`config.mk`:
```
export PLATFORM = sky130hd
export DESIGN_NAME = mhsp_serial_port
export DESIGN_NICKNAME = d
export VERILOG_FILES = /design/src/core/mhsp_pin_filter.v /design/src/core/mhsp_serial_port.v
export VERILOG_INCLUDE_DIRS = /design/src /design/src/core
export SDC_FILE = /design/constraint.sdc
export NUM_CORES = 1
export LEC_CHECK = 0
export BUFFER_PORTS_ARGS = -buffer_cell sky130_fd_sc_hd__buf_4
export CAP_MARGIN = 20
export CORE_MARGIN = 2
export CORE_UTILIZATION = 40
export CTS_CLUSTER_DIAMETER = 80
export DETAILED_ROUTE_END_ITERATION = 8
export SYNTH_ARGS = -nofsm -noshare
export SYNTH_HDL_FRONTEND = slang
export SYNTH_SLANG_ARGS = --single-unit
```
`constraint.sdc`:
```
create_clock -name ref_clk -period 3.4 [get_ports ref_clk]
set_input_delay 0.34 -clock ref_clk [delete_from_list [all_inputs] [get_ports ref_clk]]
set_output_delay 0.34 -clock ref_clk [all_outputs]
set_load 0.005 [all_outputs]
```
`src/core/mhsp_defs.vh`:
```
/*
  Constants of the monitor host serial port: clock rate, bus addresses,
  CRC code, frame lengths, answer patterns and timing figures.
  Assumes inclusion by bare name from every design file of the block.
*/
`ifndef MHSP_DEFS_VH
`define MHSP_DEFS_VH

// ***********************************************************************
// clock and time conversion
// ***********************************************************************
`define MHSP_CLK_MHZ        200
`define MHSP_MS_CYC(ms)     ((ms) * `MHSP_CLK_MHZ * 1000)
`define MHSP_US_CYC(us)     ((us) * `MHSP_CLK_MHZ)

// ***********************************************************************
// timing figures
// ***********************************************************************
`define MHSP_T_LOW100_MS    25
`define MHSP_T_EXT100_MS    10
`define MHSP_T_LOW400_MS    5
`define MHSP_T_LONG_MS      2000
`define MHSP_T_STALL_MS     2000
`define MHSP_T_SEC_MS       1000
`define MHSP_T_WAKE_US      50
`define MHSP_T_INPUT_FILTER_ENABLE_NS      200
`define MHSP_INPUT_FILTER_ENABLE_CYC       ((`MHSP_T_INPUT_FILTER_ENABLE_NS * `MHSP_CLK_MHZ) / 1000)

// ***********************************************************************
// two-wire bus
// ***********************************************************************
`define MHSP_I2C_ADDR       8'h10
`define MHSP_RST_FAST       1'b1

// ***********************************************************************
// crc code
// ***********************************************************************
`define MHSP_CRC_POLY       8'h07
`define MHSP_CRC_INIT       8'h00

// ***********************************************************************
// four-wire frames and answer patterns
// ***********************************************************************
`define MHSP_SPI_LEN_PLAIN  5'd16
`define MHSP_SPI_LEN_CRC    5'd24
`define MHSP_SPI_ONES       16'hFFFF
`define MHSP_SPI_CRC_ERR    8'hAA
`define MHSP_SPI_STALE_CRC  8'h00
`define MHSP_SPI_NOOSC      24'hFFFFFF
`define MHSP_IDLE_MIN_S     8'h01

`endif

```
`src/core/mhsp_pin_filter.v`:
```
/*
  One input pin: two-flop synchroniser followed by an optional delay
  line that stands in for the analog pin filter.
  Assumes the pin is asynchronous to ref_clk.
*/
`timescale 1ns/1ps
`include "mhsp_defs.vh"

module mhsp_pin_filter #(
  parameter RST_VAL = 1'b0
) (
  input  wire ref_clk,
  input  wire rst_b,
  input  wire pinIn,
  input  wire filtEn,
  output wire pinOut
);

  reg                       meta_reg;
  reg                       sync_reg;
  reg [`MHSP_INPUT_FILTER_ENABLE_CYC-1:0]  dly_reg;
  reg                       out_reg;

  assign pinOut = out_reg;

  always @(posedge ref_clk or negedge rst_b) begin
    if (!rst_b) begin
      meta_reg <= RST_VAL;
      sync_reg <= RST_VAL;
      dly_reg  <= {`MHSP_INPUT_FILTER_ENABLE_CYC{RST_VAL}};
      out_reg  <= RST_VAL;
    end else begin
      meta_reg <= pinIn;
      sync_reg <= meta_reg;
      dly_reg  <= {dly_reg[`MHSP_INPUT_FILTER_ENABLE_CYC-2:0], sync_reg};
      out_reg  <= filtEn ? dly_reg[`MHSP_INPUT_FILTER_ENABLE_CYC-1] : sync_reg;
    end
  end

endmodule

```
`src/core/mhsp_serial_port.v`:
```
/*
  Host serial port: two-wire slave with auto-increment and timeouts,
  four-wire mode-0 slave with fixed frames, optional CRC on both.
  Assumes pins are asynchronous, all cfg inputs and the register side
  run on ref_clk; register read data is valid one cycle after a strobe.
*/
// Functional notes
// RULE_01 - two-wire side is slave only, 100 kHz or 400 kHz by config
// RULE_02 - slave address 0x10 write, 0x11 read unless config overrides
// RULE_03 - 100 kHz timeouts: clock low 25 ms, master stretch total 10 ms
// RULE_04 - 400 kHz timeout: clock held low past 5 ms resets the slave
// RULE_05 - clock low over 2 s always resets the slave
// RULE_06 - block writes allowed; address increments after each data byte
// RULE_07 - write crc: first byte covers address bytes, later only data
// RULE_08 - crc is x^8+x^2+x+1 starting from zero
// RULE_09 - bad write crc gets not-acknowledge, slave goes idle
// RULE_10 - read crc runs from first start, restarts per byte and stop
// RULE_11 - master acks all but last byte; its nack sends slave idle
// RULE_12 - speed change applies on update exit; swap command is instant
// RULE_13 - protocol change waits for reset or four-wire swap command
// RULE_14 - four-wire side uses clock polarity 0, phase 0
// RULE_15 - frames are 16 bits, 24 with crc; other counts flag error
// RULE_16 - bad four-wire crc drops data, answers 0xFFFF then crc 0xAA
// RULE_17 - oscillator down at frame start: shift out all ones
// RULE_18 - chip-select fall wakes oscillator, usable after 50 us
// RULE_19 - all-ones first two bytes never taken as a write
// RULE_20 - oscillator held for idle seconds, zero means one second
// RULE_21 - select low with frozen clock for 2 s resets four-wire logic
// RULE_22 - optional 200 ns input filter, on unless cleared
// RULE_23 - first byte direction then 7-bit address, msb first
// RULE_24 - host sends third byte crc over first two bytes
// RULE_25 - buffer not refreshed: answer 0xFFFF with crc 0x00
`timescale 1ns/1ps
`include "mhsp_defs.vh"

module mhsp_serial_port #(
  parameter LONG_CYC   = `MHSP_MS_CYC(`MHSP_T_LONG_MS),
  parameter LOW100_CYC = `MHSP_MS_CYC(`MHSP_T_LOW100_MS),
  parameter EXT100_CYC = `MHSP_MS_CYC(`MHSP_T_EXT100_MS),
  parameter LOW400_CYC = `MHSP_MS_CYC(`MHSP_T_LOW400_MS),
  parameter STALL_CYC  = `MHSP_MS_CYC(`MHSP_T_STALL_MS),
  parameter SEC_CYC    = `MHSP_MS_CYC(`MHSP_T_SEC_MS),
  parameter WAKE_CYC   = `MHSP_US_CYC(`MHSP_T_WAKE_US)
) (
  input  wire        ref_clk,
  input  wire        rst_b,
  input  wire        i2cScl,
  input  wire        i2cSdaIn,
  output wire        i2cSdaOut,
  output wire        i2cSdaOe,
  input  wire        spiSclk,
  input  wire        spiCs_b,
  input  wire        spiMosi,
  output wire        spiMiso,
  output wire        spiMisoOe,
  input  wire        cfgProtoSpi,
  input  wire        cfgFastMode,
  input  wire        cfgTimeoutEn,
  input  wire        cfgAddrOverride,
  input  wire [7:0]  cfgSlaveAddr,
  input  wire        cfgCrcEn,
  input  wire        input_filter_enable,
  input  wire [7:0]  cfgIdleTime,
  input  wire        cfgMisoAux,
  input  wire        cfgUpdateMode,
  input  wire        switch_to_two_wire_cmd,
  input  wire        switch_to_four_wire_cmd,
  input  wire        oscRunning,
  output wire        oscRequest,
  output wire        output_from_aux_regulator,
  output wire        activeSpi,
  output wire        fastModeActive,
  output wire        regRdStb,
  output wire        regWrStb,
  output wire [7:0]  regAddr,
  output wire [7:0]  regWrData,
  input  wire [7:0]  regRdData,
  output wire        spiInValid,
  output wire        spiInWrite,
  output wire [6:0]  spiInAddr,
  output wire [7:0]  spiInData,
  input  wire        spiOutLoad,
  input  wire [15:0] spiOutWord,
  output wire        i2cBusReset,
  output wire        spiFrameErr,
  output wire        spiCrcErr,
  output wire        spiBusReset
);

  localparam ST_IDLE = 3'd0;
  localparam ST_ADDR = 3'd1;
  localparam ST_REG  = 3'd2;
  localparam ST_WDAT = 3'd3;
  localparam ST_WCRC = 3'd4;
  localparam ST_RDAT = 3'd5;
  localparam ST_RCRC = 3'd6;
  localparam ST_IGN  = 3'd7;

  function [7:0] crc8;
    input [7:0] c;
    input [7:0] d;
    integer     i;
    reg   [7:0] r;
    begin
      r = c ^ d;
      for (i = 0; i < 8; i = i + 1)
        r = r[7] ? ({r[6:0], 1'b0} ^ `MHSP_CRC_POLY) : {r[6:0], 1'b0};
      crc8 = r;
    end
  endfunction

  // ***********************************************************************
  // pin synchronisers and filters
  // ***********************************************************************
  wire sclS, sdaS, sclkS, csS, mosiS, oscS;

  mhsp_pin_filter #(.RST_VAL(1'b1)) uScl (.ref_clk(ref_clk), .rst_b(rst_b),
    .pinIn(i2cScl), .filtEn(1'b0), .pinOut(sclS));
  mhsp_pin_filter #(.RST_VAL(1'b1)) uSda (.ref_clk(ref_clk), .rst_b(rst_b),
    .pinIn(i2cSdaIn), .filtEn(1'b0), .pinOut(sdaS));
  mhsp_pin_filter #(.RST_VAL(1'b0)) uSclk (.ref_clk(ref_clk), .rst_b(rst_b),
    .pinIn(spiSclk), .filtEn(input_filter_enable), .pinOut(sclkS)); // [RULE_22]
  mhsp_pin_filter #(.RST_VAL(1'b1)) uCs (.ref_clk(ref_clk), .rst_b(rst_b),
    .pinIn(spiCs_b), .filtEn(input_filter_enable), .pinOut(csS)); // [RULE_22]
  mhsp_pin_filter #(.RST_VAL(1'b0)) uMosi (.ref_clk(ref_clk), .rst_b(rst_b),
    .pinIn(spiMosi), .filtEn(input_filter_enable), .pinOut(mosiS)); // [RULE_22]
  mhsp_pin_filter #(.RST_VAL(1'b0)) uOsc (.ref_clk(ref_clk), .rst_b(rst_b),
    .pinIn(oscRunning), .filtEn(1'b0), .pinOut(oscS));

  // ***********************************************************************
  // interface selection and speed
  // ***********************************************************************
  reg loaded_reg, activeSpi_reg, fast_reg, misoAux_reg, updD_reg;

  always @(posedge ref_clk or negedge rst_b) begin
    if (!rst_b) begin
      loaded_reg    <= 1'b0;
      activeSpi_reg <= 1'b0;
      fast_reg      <= `MHSP_RST_FAST;
      misoAux_reg   <= 1'b0;
      updD_reg      <= 1'b0;
    end else begin
      updD_reg <= cfgUpdateMode;
      if (!loaded_reg) begin
        loaded_reg    <= 1'b1;
        activeSpi_reg <= cfgProtoSpi; // [RULE_13]
        fast_reg      <= cfgFastMode;
        misoAux_reg   <= cfgMisoAux;
      end else begin
        if (switch_to_four_wire_cmd) begin
          activeSpi_reg <= 1'b1; // [RULE_13]
          misoAux_reg   <= cfgMisoAux;
        end else if (switch_to_two_wire_cmd) begin
          activeSpi_reg <= 1'b0; // [RULE_12]
        end
        if (updD_reg && !cfgUpdateMode)
          fast_reg <= cfgFastMode; // [RULE_12] [RULE_01]
      end
    end
  end

  assign activeSpi                 = activeSpi_reg;
  assign fastModeActive            = fast_reg;
  assign output_from_aux_regulator = misoAux_reg;

  // ***********************************************************************
  // two-wire slave
  // ***********************************************************************
  reg [2:0]  st_reg;
  reg [3:0]  bit_reg;
  reg [7:0]  sh_reg, tx_reg, crc_reg, ptr_reg, dat_reg;
  reg [7:0]  busAddr_reg, wrData_reg;
  reg        sdaLow_reg, rxAck_reg, ackOk_reg, rdWait_reg;
  reg        rdStb_reg, wrStb_reg, i2cRst_reg, sclD_reg, sdaD_reg;
  reg [31:0] lowCnt_reg, cumCnt_reg;

  wire i2cRun    = loaded_reg && !activeSpi_reg;
  wire sclRise   = sclS && !sclD_reg;
  wire sclFall   = !sclS && sclD_reg;
  wire startCond = sclS && sclD_reg && sdaD_reg && !sdaS;
  wire stopCond  = sclS && sclD_reg && !sdaD_reg && sdaS;
  wire txState   = (st_reg == ST_RDAT) || (st_reg == ST_RCRC);
  wire [7:0] myAddr = cfgAddrOverride ? cfgSlaveAddr : `MHSP_I2C_ADDR;
  wire i2cTmo = i2cRun && ((lowCnt_reg >= LONG_CYC) // [RULE_05]
    || (cfgTimeoutEn && (fast_reg ? (lowCnt_reg >= LOW400_CYC) // [RULE_04]
    : (lowCnt_reg >= LOW100_CYC || cumCnt_reg >= EXT100_CYC)))); // [RULE_03]

  always @(posedge ref_clk or negedge rst_b) begin
    if (!rst_b) begin
      st_reg <= ST_IDLE;      bit_reg <= 4'h0;       sh_reg <= 8'h00;
      tx_reg <= 8'hFF;        crc_reg <= `MHSP_CRC_INIT;
      ptr_reg <= 8'h00;       dat_reg <= 8'h00;      busAddr_reg <= 8'h00;
      wrData_reg <= 8'h00;    sdaLow_reg <= 1'b0;    rxAck_reg <= 1'b0;
      ackOk_reg <= 1'b0;      rdWait_reg <= 1'b0;    rdStb_reg <= 1'b0;
      wrStb_reg <= 1'b0;      i2cRst_reg <= 1'b0;    sclD_reg <= 1'b1;
      sdaD_reg <= 1'b1;       lowCnt_reg <= 32'h0;   cumCnt_reg <= 32'h0;
    end else begin
      sclD_reg   <= sclS;
      sdaD_reg   <= sdaS;
      rdStb_reg  <= 1'b0;
      wrStb_reg  <= 1'b0;
      i2cRst_reg <= 1'b0;
      rdWait_reg <= rdStb_reg;
      lowCnt_reg <= (sclS || lowCnt_reg >= LONG_CYC) ? 32'h0
                    : lowCnt_reg + 32'd1;
      if (st_reg != ST_IDLE && !sclS)
        cumCnt_reg <= cumCnt_reg + 32'd1;
      if (!i2cRun || i2cTmo) begin
        st_reg     <= ST_IDLE;
        sdaLow_reg <= 1'b0;
        i2cRst_reg <= i2cTmo;
        lowCnt_reg <= 32'h0;
        cumCnt_reg <= 32'h0;
      end else if (startCond) begin
        if (st_reg == ST_IDLE)
          crc_reg <= `MHSP_CRC_INIT; // [RULE_10]
        st_reg     <= ST_ADDR;
        bit_reg    <= 4'h0;
        rxAck_reg  <= 1'b0;
        sdaLow_reg <= 1'b0;
        cumCnt_reg <= 32'h0;
      end else if (stopCond) begin
        st_reg     <= ST_IDLE;
        sdaLow_reg <= 1'b0;
        crc_reg    <= `MHSP_CRC_INIT; // [RULE_10]
        cumCnt_reg <= 32'h0;
      end else if (rdWait_reg && st_reg == ST_RDAT) begin
        tx_reg     <= regRdData;
        sdaLow_reg <= !regRdData[7];
        crc_reg    <= crc8(crc_reg, regRdData); // [RULE_10]
      end else if (sclRise && st_reg != ST_IDLE && bit_reg != 4'd9) begin
        bit_reg <= bit_reg + 4'd1;
        if (bit_reg < 4'd8)
          sh_reg <= {sh_reg[6:0], sdaS};
        else
          ackOk_reg <= !sdaS;
      end else if (sclFall && st_reg != ST_IDLE) begin
        if (bit_reg == 4'd8 && !txState) begin
          rxAck_reg  <= 1'b1;
          bit_reg    <= 4'd9;
          sdaLow_reg <= 1'b1;
          case (st_reg)
            ST_ADDR: begin
              if (sh_reg[7:1] == myAddr[7:1]) begin // [RULE_02]
                crc_reg <= crc8(crc_reg, sh_reg);
                st_reg  <= sh_reg[0] ? ST_RDAT : ST_REG;
              end else begin
                sdaLow_reg <= 1'b0;
                st_reg     <= ST_IGN;
              end
            end
            ST_REG: begin
              ptr_reg <= sh_reg;
              crc_reg <= crc8(crc_reg, sh_reg); // [RULE_07]
              st_reg  <= ST_WDAT;
            end
            ST_WDAT: begin
              if (cfgCrcEn) begin
                dat_reg <= sh_reg;
                crc_reg <= crc8(crc_reg, sh_reg); // [RULE_07] [RULE_08]
                st_reg  <= ST_WCRC;
              end else begin
                wrStb_reg   <= 1'b1;
                busAddr_reg <= ptr_reg;
                wrData_reg  <= sh_reg;
                ptr_reg     <= ptr_reg + 8'd1; // [RULE_06]
              end
            end
            ST_WCRC: begin
              if (sh_reg == crc_reg) begin
                wrStb_reg   <= 1'b1;
                busAddr_reg <= ptr_reg;
                wrData_reg  <= dat_reg;
                ptr_reg     <= ptr_reg + 8'd1; // [RULE_06]
                crc_reg     <= `MHSP_CRC_INIT; // [RULE_07]
                st_reg      <= ST_WDAT;
              end else begin
                sdaLow_reg <= 1'b0; // [RULE_09]
                st_reg     <= ST_IDLE;
              end
            end
            default: begin
              sdaLow_reg <= 1'b0;
            end
          endcase
        end else if (bit_reg == 4'd8) begin
          sdaLow_reg <= 1'b0;
          if (st_reg == ST_RDAT)
            ptr_reg <= ptr_reg + 8'd1; // [RULE_06]
        end else if (bit_reg == 4'd9) begin
          bit_reg   <= 4'h0;
          rxAck_reg <= 1'b0;
          if (rxAck_reg) begin
            sdaLow_reg <= 1'b0;
            if (st_reg == ST_RDAT) begin
              rdStb_reg   <= 1'b1;
              busAddr_reg <= ptr_reg;
            end
          end else if (!ackOk_reg) begin
            sdaLow_reg <= 1'b0;
            st_reg     <= ST_IDLE; // [RULE_11]
          end else if (st_reg == ST_RDAT && cfgCrcEn) begin
            st_reg     <= ST_RCRC;
            tx_reg     <= crc_reg;
            sdaLow_reg <= !crc_reg[7];
          end else begin
            crc_reg     <= `MHSP_CRC_INIT; // [RULE_10]
            st_reg      <= ST_RDAT;
            rdStb_reg   <= 1'b1;
            busAddr_reg <= ptr_reg;
          end
        end else if (txState && bit_reg != 4'h0) begin
          tx_reg     <= {tx_reg[6:0], 1'b1};
          sdaLow_reg <= !tx_reg[6];
        end
      end
    end
  end

  assign i2cSdaOut   = 1'b0;
  assign i2cSdaOe    = sdaLow_reg;
  assign regRdStb    = rdStb_reg;
  assign regWrStb    = wrStb_reg;
  assign regAddr     = busAddr_reg;
  assign regWrData   = wrData_reg;
  assign i2cBusReset = i2cRst_reg;

  // ***********************************************************************
  // oscillator wake and hold
  // ***********************************************************************
  reg        oscReq_reg;
  reg [31:0] secCnt_reg, wakeCnt_reg, stallCnt_reg;
  reg [7:0]  secLeft_reg;
  reg        csD_reg, sclkD_reg;

  wire spiRun  = loaded_reg && activeSpi_reg;
  wire csFall  = csD_reg && !csS;
  wire csRise  = !csD_reg && csS;
  wire oscRdy  = oscReq_reg && (wakeCnt_reg >= WAKE_CYC); // [RULE_18]

  always @(posedge ref_clk or negedge rst_b) begin
    if (!rst_b) begin
      oscReq_reg  <= 1'b0;
      secCnt_reg  <= 32'h0;
      wakeCnt_reg <= 32'h0;
      secLeft_reg <= 8'h00;
    end else begin
      if (!oscReq_reg || !oscS)
        wakeCnt_reg <= 32'h0;
      else if (wakeCnt_reg < WAKE_CYC)
        wakeCnt_reg <= wakeCnt_reg + 32'd1;
      if (spiRun && csFall) begin
        oscReq_reg  <= 1'b1; // [RULE_18]
        secCnt_reg  <= 32'h0;
        secLeft_reg <= (cfgIdleTime == 8'h00) ? `MHSP_IDLE_MIN_S
                       : cfgIdleTime; // [RULE_20]
      end else if (oscReq_reg && csS) begin
        if (secCnt_reg >= SEC_CYC - 1) begin
          secCnt_reg <= 32'h0;
          if (secLeft_reg <= `MHSP_IDLE_MIN_S)
            oscReq_reg <= 1'b0; // [RULE_20]
          else
            secLeft_reg <= secLeft_reg - 8'd1;
        end else begin
          secCnt_reg <= secCnt_reg + 32'd1;
        end
      end
    end
  end

  assign oscRequest = oscReq_reg;

  // ***********************************************************************
  // four-wire slave
  // ***********************************************************************
  reg        on_reg, miso_reg, fresh_reg, inVal_reg, frErr_reg;
  reg        crcErr_reg, spiRst_reg;
  reg [4:0]  cnt_reg;
  reg [23:0] rx_reg, sTx_reg;
  reg [15:0] outBuf_reg, inWord_reg;
  reg [7:0]  outCrc_reg;

  wire [4:0]  frameLen = cfgCrcEn ? `MHSP_SPI_LEN_CRC : `MHSP_SPI_LEN_PLAIN;
  wire [15:0] rxWord   = cfgCrcEn ? rx_reg[23:8] : rx_reg[15:0];
  wire [7:0]  rxCrc    = crc8(crc8(`MHSP_CRC_INIT, rxWord[15:8]), rxWord[7:0]);
  wire [7:0]  ldCrc    = crc8(crc8(`MHSP_CRC_INIT, spiOutWord[15:8]),
                              spiOutWord[7:0]);
  wire [23:0] startTx  = !oscRdy ? `MHSP_SPI_NOOSC // [RULE_17]
    : fresh_reg ? {outBuf_reg, outCrc_reg}
    : {`MHSP_SPI_ONES, `MHSP_SPI_STALE_CRC}; // [RULE_25]

  always @(posedge ref_clk or negedge rst_b) begin
    if (!rst_b) begin
      csD_reg <= 1'b1;        sclkD_reg <= 1'b0;     on_reg <= 1'b0;
      miso_reg <= 1'b1;       fresh_reg <= 1'b0;     inVal_reg <= 1'b0;
      frErr_reg <= 1'b0;      crcErr_reg <= 1'b0;    spiRst_reg <= 1'b0;
      cnt_reg <= 5'd0;        rx_reg <= 24'h0;       sTx_reg <= 24'hFFFFFF;
      outBuf_reg <= 16'hFFFF; inWord_reg <= 16'h0;   outCrc_reg <= 8'h00;
      stallCnt_reg <= 32'h0;
    end else begin
      csD_reg    <= csS;
      sclkD_reg  <= sclkS;
      inVal_reg  <= 1'b0;
      frErr_reg  <= 1'b0;
      crcErr_reg <= 1'b0;
      spiRst_reg <= 1'b0;
      if (csS || sclkS != sclkD_reg || !on_reg)
        stallCnt_reg <= 32'h0;
      else
        stallCnt_reg <= stallCnt_reg + 32'd1;
      if (!spiRun || stallCnt_reg >= STALL_CYC) begin
        on_reg     <= 1'b0; // [RULE_21]
        spiRst_reg <= spiRun;
      end else if (csFall) begin
        on_reg    <= 1'b1;
        cnt_reg   <= 5'd0;
        sTx_reg   <= startTx;
        miso_reg  <= startTx[23]; // [RULE_14]
        fresh_reg <= 1'b0;
      end else if (on_reg && csRise) begin
        on_reg <= 1'b0;
        if (cnt_reg != frameLen) begin
          frErr_reg <= 1'b1; // [RULE_15]
        end else if (cfgCrcEn && rxCrc != rx_reg[7:0]) begin
          crcErr_reg <= 1'b1; // [RULE_24]
          outBuf_reg <= `MHSP_SPI_ONES; // [RULE_16]
          outCrc_reg <= `MHSP_SPI_CRC_ERR;
          fresh_reg  <= 1'b1;
        end else if (rxWord != `MHSP_SPI_ONES) begin // [RULE_19]
          inVal_reg  <= 1'b1; // [RULE_23]
          inWord_reg <= rxWord;
        end
      end else if (on_reg && sclkS && !sclkD_reg) begin
        rx_reg  <= {rx_reg[22:0], mosiS}; // [RULE_14]
        cnt_reg <= (cnt_reg == 5'd31) ? cnt_reg : cnt_reg + 5'd1;
      end else if (on_reg && !sclkS && sclkD_reg) begin
        sTx_reg  <= {sTx_reg[22:0], 1'b1};
        miso_reg <= sTx_reg[22]; // [RULE_14]
      end
      if (spiOutLoad && !(on_reg && csRise)) begin
        outBuf_reg <= spiOutWord;
        outCrc_reg <= ldCrc; // [RULE_08]
        fresh_reg  <= 1'b1;
      end
    end
  end

  assign spiMiso     = miso_reg;
  assign spiMisoOe   = on_reg;
  assign spiInValid  = inVal_reg;
  assign spiInWrite  = inWord_reg[15];
  assign spiInAddr   = inWord_reg[14:8];
  assign spiInData   = inWord_reg[7:0];
  assign spiFrameErr = frErr_reg;
  assign spiCrcErr   = crcErr_reg;
  assign spiBusReset = spiRst_reg;

endmodule

```
==> results of run 1 <==
cells by family (layout without fill, tap and decap cells):
family                   after synthesis  count (layout)  share of synthesized area
flip-flops                           484             484                      0.561
buffers and inverters                119             335                     0.0210
AO/OA/AOI/OAI                        306             306                     0.0831
XOR/XNOR                             241             241                     0.0986
other                                  2               5                   0.000344
multiplexers                         134             134                     0.0665
AND/OR/NAND/NOR                      716             716                      0.156
adder cells (fa/ha/maj)               24              24                     0.0138
power breakdown:
part	internal, mW	switching (mW)
clock	3.45	2.36
sequential	6.26	0.230
combinational	0.510	0.621
total	10.2	3.21
final timing paths:
| check | start | to | slack, ns | cells after the start |
|---|---|---|---|---|
| max | lowCnt_reg[13] | dat_reg[7] | 0.23 | 10 |
| min | regRdData[4] | tx_reg[4] | 0.06 | 3 |
| max reg2reg | lowCnt_reg[13] | dat_reg[7] | 0.23 | 10 |
| min reg2reg | uMosi.dly_reg[19] | uMosi.dly_reg[20] | 0.33 | 0 |
| max in group asynchronous | rst_b | uSclk.dly_reg[11] | 2.05 | 3 |
| min in group asynchronous | rst_b | lowCnt_reg[0] | 0.32 | 2 |
layer usage:
| layer | vias to the layer above | part of all wire |
|---|---|---|
| met1 | 7368 | 0.47 |
| met3 | 88 | 0.047 |
| met2 | 235 | 0.45 |
| met4 | 0 | 0.025 |
| li1 | 7340 | - |
| met5 | - | 0 |
cell usage in the layout (no fill, tap or decap), drive strengths merged, types with 12 or more instances in the layout:
master / synthesis / layout
nor2b: 13 / 13
a21oi: 81 / 81
a31oi: 29 / 29
buf: 13 / 166
o21ai: 107 / 107
mux2: 89 / 89
dlygate4sd3: 0 / 34
dfstp: 100 / 100
inv: 39 / 39
xnor2: 127 / 127
nand2: 188 / 188
and3: 44 / 44
dfrtp: 384 / 384
nor3: 31 / 31
o22ai: 26 / 26
nand3: 77 / 77
nor4: 17 / 17
clkbuf: 67 / 79
xor2: 111 / 111
mux2i: 45 / 45
a22oi: 12 / 12
ha: 24 / 24
nand4: 39 / 39
nand2b: 20 / 20
nor2: 231 / 231
worst min-delay path: stages:
cell and delay, ns:
buf_4 0.12, a21oi_1 0.10, o21ai_0 0.08
final cells by class:
cell class | count | area [µm²] | area share
clock buffer | 79 | 1540 | 0.0595
clock inverter | 17 | 263 | 0.0101
inverter | 39 | 146 | 0.00565
multi-input combinational | 1426 | 9180 | 0.354
sequential | 484 | 12200 | 0.472
tap | 696 | 871 | 0.0336
timing repair buffer | 200 | 1670 | 0.0644
repair_timing:
item                                    in CTS  in global routing
buffers inserted                             0                  2
hold endpoints to repair                    95                  0
hold buffers                                34                  0
endpoints found under the setup margin       0                 16
==> summary.md, run 1 <==
| Metric | Value |
|---|---|
| Global routing's busiest layer | met2 |
| CP Data Arrival Time | 3.65 ns |
| Yosys top cell by area | dfrtp_1 |
| Top post-synthesis cells by area | dfrtp_1 44%, dfstp_2 12%, xnor2_1 5.1% |
| PwrDens | 518 nW/µm² |
| Syn Inst Count | 2026 |
| Sink Count | 484 |
| Final Instance Area | 25900 µm² |
| Top Family by Delay on Critical Path | simple AND/OR/NAND/NOR gates |
| Syn Area/Cell | around 11 µm² |
| Max stage delay cell, worst path | or4_1 |
| Met3 usage | 0.0365 |
| Clock Latency Late Sink | 0.62 ns |
| Post-synth top area share | 0.440 |
| Worst-margin pin slew | 0.746 ns |
| GRT Util Overall | 0.170 |
| Remaining DRCs | 0 |
| Fill count | 4813 |
| Site Rows | 85 |
| Total gr overflow | 0 |
| Pleak | 11.4 nW |
| CTS tree | done |
| Outcome | completed |
| Placed insts | 2809 |
| Reg clk slew, reported paths | 0.06 ns |
| Post-DRT Antenna Nets | 0 |
| Gpl congestion | 0.880 |
| Number of I/O port buffers | 103 |
| Tot Pwr | 13.4 mW |
| DRT iter0 DRCs | 796 |
| DRT Wirelength | 47100 µm |
| Fmax | 315 MHz |
| # diodes | 0 |
| Crit path required time | between 3 and 4 ns |
| Met1 Use GR | 0.232 |
| TritonRoute pass-1 iters | 5 |
| EDFF count, synth | 0 |
| Ys flop type | dfrtp_1 |
| Number of global-route vias before repair | ~15000 |
| Global routing met2 resource utilization | 0.271 |
| Initial Util | 0.405 |
| Mapped Area | 21800 µm² |
| Crit end category | flop |
| CP Launch Type | flop |
| Asr flop ratio synth | 1.00 |
| Die Width | 238 µm |
| Longest Clk Path Bufs | 3 |
| Most common cell in the netlist | dfrtp_1 |
| # setup viols final | 0 |
| CTS Buf Count | 51 |
| Via Count | 15000 |
| Synth Register Bits | 484 |
| Largest net degree at the start of global routing | between 90 and 100 |
| Core Util, Final | 0.481 |
| Setup TNS after final layout | 0 ns |
| Synth warn | 0 |
| Worst min path class | in2reg |
| Vias/cell | ~5 |
| DP Worst Slack | 0.168 ns |
| Worst slew margin | 0.499 |
| Fin Hold WS | 0.0584 ns |
| Placed inst area | ~24000 µm² |
| WL/cell | 16.0 µm |
| Ports | between 100 and 150 |
| Post-synthesis cell type count | 72 |
| Full die area | about 56000 µm² |
| Commonest cells in the netlist | 384 x dfrtp_1, 231 x nor2_1, 187 x nand2_1, 127 x xnor2_1, 111 x xor2_1 |
| Tmin final | 3.17 ns |
| Fin worst setup slack | 0.225 ns |
| CTS H-tree lvls | 2 |
| Root Driver | clkbuf_16 |
| First-pass GRT wire length | 79300 µm |
| Final period util | 0.934 |
| CP Cell Sequence | or4_1 > o21ai_1 > a21boi_0 > o211ai_1 > and3_1 > nand2_2 > or2_4 > nor4_4 > buf_4 > mux2_2 |
| Area Overhead vs Synth | 18.7% |
| Layout cell share with drive strength beyond 1 | 0.204 |
| Antenna violations before repair | 0 |
| CTS resizes | 0 |
| Crit path max fanout | 8 |
| Maximum vdd ir drop | 450 µV |
| Post-layout nets | 2285 |
| Post-DP HPWL | 31900 µm |
| CP Class | reg2reg |
| Die height | 238 µm |
| Final Non-Filler Cells | 2941 |
| CP max stage delay | 0.56 ns |
| Core area | 53900 µm² |
| WP buf/inv | 1 |
| Pins Over Slew Limit | 0 |
| RSZ-0062 raised after global routing | no |
| Max cap viols | 0 |
| Sequential area share after synthesis | 0.561 |
| Worst Clk Skew | approximately 0.038 ns |
| Final Hold Vio Count | 0 |
No activity file was read; power rests on OpenSTA's default activity.
==> inputs of run 2 (changes only) <==
--- a/config.mk
+++ b/config.mk
@@ -8,7 +8,6 @@
 export LEC_CHECK = 0
 export BUFFER_PORTS_ARGS = -buffer_cell sky130_fd_sc_hd__buf_4
 export CAP_MARGIN = 20
-export CORE_MARGIN = 2
 export CORE_UTILIZATION = 40
 export CTS_CLUSTER_DIAMETER = 80
 export DETAILED_ROUTE_END_ITERATION = 8
==> run 2 against run 1 <==
Compared with the run above:
- flip-flop and latch count unchanged
- sequential share of layout area decreased by 0.14 points
- non-clock buffer count decreased by 6
- critical path depth decreased by 2
- critical endpoint is now regWrData[3]
- largest power group unchanged
==> summary.md, run 2 (same netlist as run 1, synthesis figures left out) <==
| Metric | Value |
|---|---|
| Worst slew margin | 0.492 |
| Worst min path class | in2reg |
| Reg2Reg Setup Slack | 0.20 ns |
| Core area | 53900 µm² |
| Cells on worst reg2reg path | 8 |
| Most frequent cells in the layout | 384 x dfrtp_1, 231 x nor2_1, 187 x nand2_1 |
| # setup viols final | 0 |
| Crit path max fanout | 9 |
| CP Launch Type | flop |
| Crit end category | flop |
| Via Count | 15200 |
| CTS H-tree lvls | 2 |
| WP buf/inv | 0 |
| Worst setup startpoint | lowCnt_reg[25] |
| Antenna violations before repair | 0 |
| Pins Over Slew Limit | 0 |
| CP Class | reg2reg |
| Longest Clk Path Bufs | 3 |
| Number of global-route vias before repair | 15500 |
| Placed insts | approximately 2800 |
| Max stage delay cell, worst path | or4_1 |
| Clock Latency Late Sink | 0.62 ns |
| Post-DRT Antenna Nets | 0 |
| # diodes | 0 |
| Max cap viols | 0 |
| DP Worst Slack | ~0.19 ns |
| Layout cell share with drive strength beyond 1 | 0.206 |
| Final Hold Vio Count | 0 |
| Met1 wire length | 22800 µm |
| CP Cell Sequence | or4_1 > or3_1 > o31ai_1 > a41o_2 > nand2_2 > or2_4 > nor3_4 > mux2_2 |
| Reg-to-reg endpoint | regWrData[3] |
| Reg2Reg Launch Point | lowCnt_reg[25] |
| PwrDens | approximately 530 nW/µm² |
| Maximum vdd ir drop | 413 µV |
| Highest routed layer | met4 |
| Post-DP HPWL | roughly 32000 µm |
| Largest net degree at the start of global routing | 90 |
| Total gr overflow | 0 |
| Worst Clk Skew | 0.0655 ns |
| First-pass GRT wire length | 79300 µm |
| Fill count | approximately 5000 |
| Top Family by Delay on Critical Path | simple AND/OR/NAND/NOR gates |
| DRT iter0 DRCs | 852 |
| RSZ-0062 raised after global routing | no |
| Post-layout nets | around 2300 |
| CTS Buf Count | 52 |
| Initial Util | 0.405 |
| Number of I/O port buffers | between 100 and 150 |
| Reg clk slew, reported paths | 0.06 ns |
| Tmin final | 3.20 ns |
| CTS tree | done |
| Outcome | completed |
| Full die area | ~56000 µm² |
| Ports | 106 |
| TritonRoute pass-1 iters | 5 |
| Final Non-Filler Cells | 2934 |
| Fin Hold WS | 0.0521 ns |
| WL/cell | 16.0 µm |
| Hold_sp | cfgIdleTime[3] |
| Hold depth | 3 |
| Worst-margin pin slew | 0.759 ns |
| Die height | around 240 µm |
| Gpl congestion | 0.904 |
| CP max stage delay | 0.51 ns |
| Fin worst setup slack | ~0.20 ns |
| Site Rows | between 80 and 90 |
| Hold endpoint | secLeft_reg[3] |
| Vias/cell | 5.19 |
| Die Width | 236 µm |
| Sink Count | 484 |
| Metal2 WL | 21400 µm |
| Pleak | roughly 11 nW |
| Remaining DRCs | 0 |
| DRT Wirelength | 46900 µm |
| CP Data Arrival Time | around 3.7 ns |
| Fmax | 312 MHz |
| Crit path required time | 3.84 ns |
| Crit path depth | 8 |
| Area Overhead vs Synth | 19.0% |
| Most common cell after layout, fill and taps aside | dfrtp_1 |
| DR WL met3 | 1830 µm |
| Tot Pwr | 13.8 mW |
| Setup TNS after final layout | 0 ns |
| GRT Util Overall | 0.172 |
| Root Driver | clkbuf_16 |
| Final period util | 0.942 |
run 2: cell count changes in the layout (fill, tap and decap cells not counted), sizes merged:
cell         delta
clkinv          +2
bufinv          +5
clkinvlp        +1
clkbuf          -9
buf             -3
dlygate4sd3     -3
run 2: worst max path at each step:
| stage | endpoint | slack [ns] |
|---|---|---|
| finish | regWrData[3] | 0.20 |
| global route | regWrData[3] | 0.04 |
| CTS | regAddr[7] | 0.14 |
| detailed placement | regAddr[2] | 0.19 |
| global placement | fresh_reg | 0.21 |
| floorplan | outCrc_reg[7] | 0.03 |
run 2: worst reg2reg max path: cells and delay by family, from the launching register on:
family | cells | cell delay (ns)
flops | 1 | 0.41
compound gates | 2 | 0.47
simple gates | 5 | 1.77
mux | 1 | 0.40
run 2: layout make-up:
| cell class | instances | area [µm²] | area share |
|---|---|---|---|
| Sequential cell | 484 | 12200 | 0.471 |
| Multi-Input combinational cell | 1426 | 9180 | 0.353 |
| Timing Repair Buffer | 194 | 1640 | 0.0632 |
| Clock buffer | 70 | 1480 | 0.0569 |
| Tap cell | 696 | 871 | 0.0335 |
| Clock inverter | 25 | 430 | 0.0166 |
| Inverter | 39 | 146 | 0.00563 |
run 2: routing by layer:
layer / vias up / GRT usage
met2: 239 / 0.272
met1: 7591 / 0.242
met5: - / 0
li1: 7336 / -
met4: 0 / 0.0525
met3: 71 / 0.0294
run 2: stage by stage:
step | utilization | area (µm²)
final | 0.482 | 26000
after global routing | 0.482 | 26000
after CTS | 0.482 | 26000
after detailed placement | 0.441 | 23800
after global placement | 0.441 | 23800
after floorplan | - | 21900
run 2: power by group:
part           internal, mW  switching [mW]  leakage (nW)  total, mW
clock network          3.76            2.39         0.928       6.15
registers              6.26           0.230          6.11       6.49
logic                 0.515           0.631          4.40       1.15
run 2: what timing repair did:
| item | in CTS | in global routing |
|---|---|---|
| buffers inserted | 0 | 1 |
| hold endpoints to repair | 98 | 0 |
| hold buffers | 31 | 0 |
| resized for setup | 0 | 0 |
| endpoints found under the setup margin | 0 | 8 |
==> inputs of run 3 (changes only) <==
--- a/config.mk
+++ b/config.mk
@@ -6,6 +6,7 @@
 export SDC_FILE = /design/constraint.sdc
 export NUM_CORES = 1
 export LEC_CHECK = 0
+export ABC_AREA = 1
 export BUFFER_PORTS_ARGS = -buffer_cell sky130_fd_sc_hd__buf_4
 export CAP_MARGIN = 20
 export CORE_UTILIZATION = 40
==> run 3 against run 2 <==
Compared with the run above:
- via count grew 18%
- largest cell class unchanged
- clock power is 5.2% lower
- sequential power is 3% lower
- combinational power fell by 3%
- cell area rose by 2.6%
==> summary.md, run 3 <==
| Metric | Value |
|---|---|
| Postcts setup bufs | 0 |
| Setup TNS after final layout | 0 ns |
| # diodes | 0 |
| Post-DP HPWL | roughly 34000 µm |
| DRT iter0 DRCs | around 1200 |
| Gpl congestion | 0.907 |
| Fmax | 335 MHz |
| Crit path required time | roughly 3.8 ns |
| Worst Clk Skew | between 0.015 and 0.02 ns |
| Clock Latency Late Sink | 0.60 ns |
| Sequential cell area | 12200 µm² |
| Number of I/O port buffers | 103 |
| Die height | 242 µm |
| Root Driver | clkbuf_16 |
| Reg-to-reg endpoint | regAddr[7] |
| Area Overhead vs Synth | 15.9% |
| Cell internal pwr | 10.0 mW |
| Largest net degree at the start of global routing | 89 |
| Tmin final | 2.98 ns |
| Worst min path class | in2reg |
| Sw Ratio | 0.241 |
| WL/cell | ~14 µm |
| Reg2Reg Launch Point | bit_reg[0] |
| Synth warn | 0 |
| Post-synthesis cell type count | 63 |
| Reg2Reg Setup Slack | 0.42 ns |
| Longest Clk Path Bufs | 3 |
| Initial Util | 0.406 |
| Max cap viols | 0 |
| Post-DRT Antenna Nets | 0 |
| Multi-input gate area | ~9000 µm² |
| Final Instance Area | roughly 27000 µm² |
| EDFF count, synth | 0 |
| Commonest cells in the netlist | 605 x nand2_1, 384 x dfrtp_1, 315 x inv_1, 276 x nor2_1, 188 x nand3_1 |
| Setup crit end | regAddr[7] |
| Crit path max fanout | 16 |
| Cells on worst reg2reg path | 9 |
| First-pass GRT wire length | about 86000 µm |
| Post-synth top area share | 0.418 |
| Layout cell share with drive strength beyond 1 | 0.149 |
| Die Width | approximately 240 µm |
| Remaining DRCs | 0 |
| RSZ-0062 raised after global routing | no |
| Total net switching power | about 3.2 mW |
| Yosys top cell by area | dfrtp_1 |
| Most frequent cells in the layout | 605 x nand2_1, 384 x dfrtp_1, 315 x inv_1 |
| TritonRoute pass-1 iters | 5 |
| Asr flop ratio synth | 1.00 |
| Final Hold Vio Count | 0 |
| Syn Inst Count | 2694 |
| Worst slew margin | 0.479 |
| Most common cell in the netlist | nand2_1 |
| Seq pwr share | 0.476 |
| Core area | 56600 µm² |
| Most common cell after layout, fill and taps aside | nand2_1 |
| Clk pwr share | 0.440 |
| Full die area | between 50000 and 60000 µm² |
| CTS Buf Count | approximately 50 |
| Crit end category | flop |
| Antenna violations before repair | 1 |
| CP Class | reg2reg |
| Reg clk slew, reported paths | 0.06 ns |
| Worst setup startpoint | bit_reg[0] |
| CP Data Arrival Time | 3.43 ns |
| Ports | 106 |
| Ys flop type | dfrtp_1 |
| CTS H-tree lvls | 2 |
| Pleak | 11.9 nW |
| PwrDens | between 400 and 500 nW/µm² |
| Total gr overflow | 0 |
| Top post-synthesis cells by area | dfrtp_1 42%, dfstp_2 11%, nand2_1 9.9% |
| Worst-margin pin slew | approximately 0.78 ns |
| Placed insts | about 3500 |
| CP Launch Type | flop |
| Sink Count | 484 |
| DRT Wirelength | 49500 µm |
| Synth Register Bits | 484 |
| Sequential area share after synthesis | 0.532 |
| Outcome | completed |
| Mapped Area | 23000 µm² |
| Pins Over Slew Limit | 0 |
| Via Count | 17900 |
| Site Rows | between 80 and 90 |
| GRT Util Overall | 0.173 |
| Number of global-route vias before repair | 17800 |
| Final Non-Filler Cells | 3635 |
| Syn Area/Cell | 8.54 µm² |
| CTS tree | done |
| Final period util | 0.877 |
| Post-layout nets | ~3000 |
| Placed inst area | 24700 µm² |
| Fill count | 5528 |
| # setup viols final | 0 |
| Vias/cell | 4.93 |
| Combinational Power Share | 0.083 |
| Maximum vdd ir drop | between 400 and 500 µV |
==> run 3: per-layer routing <==
layer,wire length [µm],vias to the layer above,GRT usage,part of all wire
met1,24200,8581,0.247,0.49
met5,13,-,0,0.00026
met2,22500,321,0.275,0.45
li1,-,8943,-,-
met4,836,2,0.0493,0.017
met3,1990,57,0.0250,0.040
==> run 3: worst max-delay path: stages, from the launching register on <==
cell and delay (ns):
dfrtp_1 0.43, inv_1 0.09, ha_1 0.20, nand3_1 0.26
nor2_2 0.41, nand2_1 0.27, nor2_2 0.43, nor4_1 0.13
nand2_1 0.42, o21ai_0 0.18
==> run 3: area by class of cell <==
class                           instances  area share
Timing Repair Buffer                  151      0.0473
Clock inverter                         26      0.0128
Inverter                              330      0.0465
Tap cell                              756      0.0355
Clock buffer                           69      0.0542
Sequential cell                       484       0.459
Multi-Input combinational cell       1819       0.345
==> run 3: cell families after synthesis <==
| family | after synthesis | synth area share |
|---|---|---|
| muxes | 3 | 0.00147 |
| adders and majority gates | 24 | 0.0131 |
| DFF | 484 | 0.532 |
| xor gates and xnor gates | 117 | 0.0452 |
| buffers and inverters | 394 | 0.0691 |
| AOI/OAI and AO/OA | 363 | 0.0904 |
| other | 2 | 0.000326 |
| and+or+nand+nor | 1307 | 0.248 |
==> run 3: power by group through the flow <==
stage	sequential [mW]	combinational, mW	clock, mW
floorplan	6.35	0.733	0
global placement	6.40	1.07	0
detailed placement	6.40	1.10	0
CTS	6.31	1.13	6.04
global route	6.34	1.28	6.30
finish	6.30	1.11	5.83
==> run 3: worst min-delay path by stage <==
stage,endpoint,slack (ns),cells past startpoint,startpoint
after floorplan,ackOk_reg,0.04,0,rst_b
after global placement,uSclk.sync_reg,0.33,0,uSclk.meta_reg
after detailed placement,uMosi.dly_reg[7],0.33,0,uMosi.dly_reg[6]
after CTS,outBuf_reg[3],0.003,4,spiOutWord[3]
after global routing,outBuf_reg[3],0.03,4,spiOutWord[3]
final,secLeft_reg[2],0.04,3,cfgIdleTime[2]
==> run 3: stage by stage <==
step	setup slack, ns	hold slack [ns]	utilization	total power [mW]
final	0.417	0.0382	0.471	13.2
after detailed placement	0.281	0.335	0.436	7.50
after CTS	0.493	0.00288	0.471	13.5
after global placement	0.341	0.334	0.436	7.47
after floorplan	0.863	0.0444	-	7.09
after global routing	0.156	0.0301	0.471	13.9
==> run 3: what timing repair did <==
item,CTS,global route
endpoints found under the setup margin,0,0
endpoints found under the hold margin,92,0
gates resized for setup,0,0
hold buffers,18,0
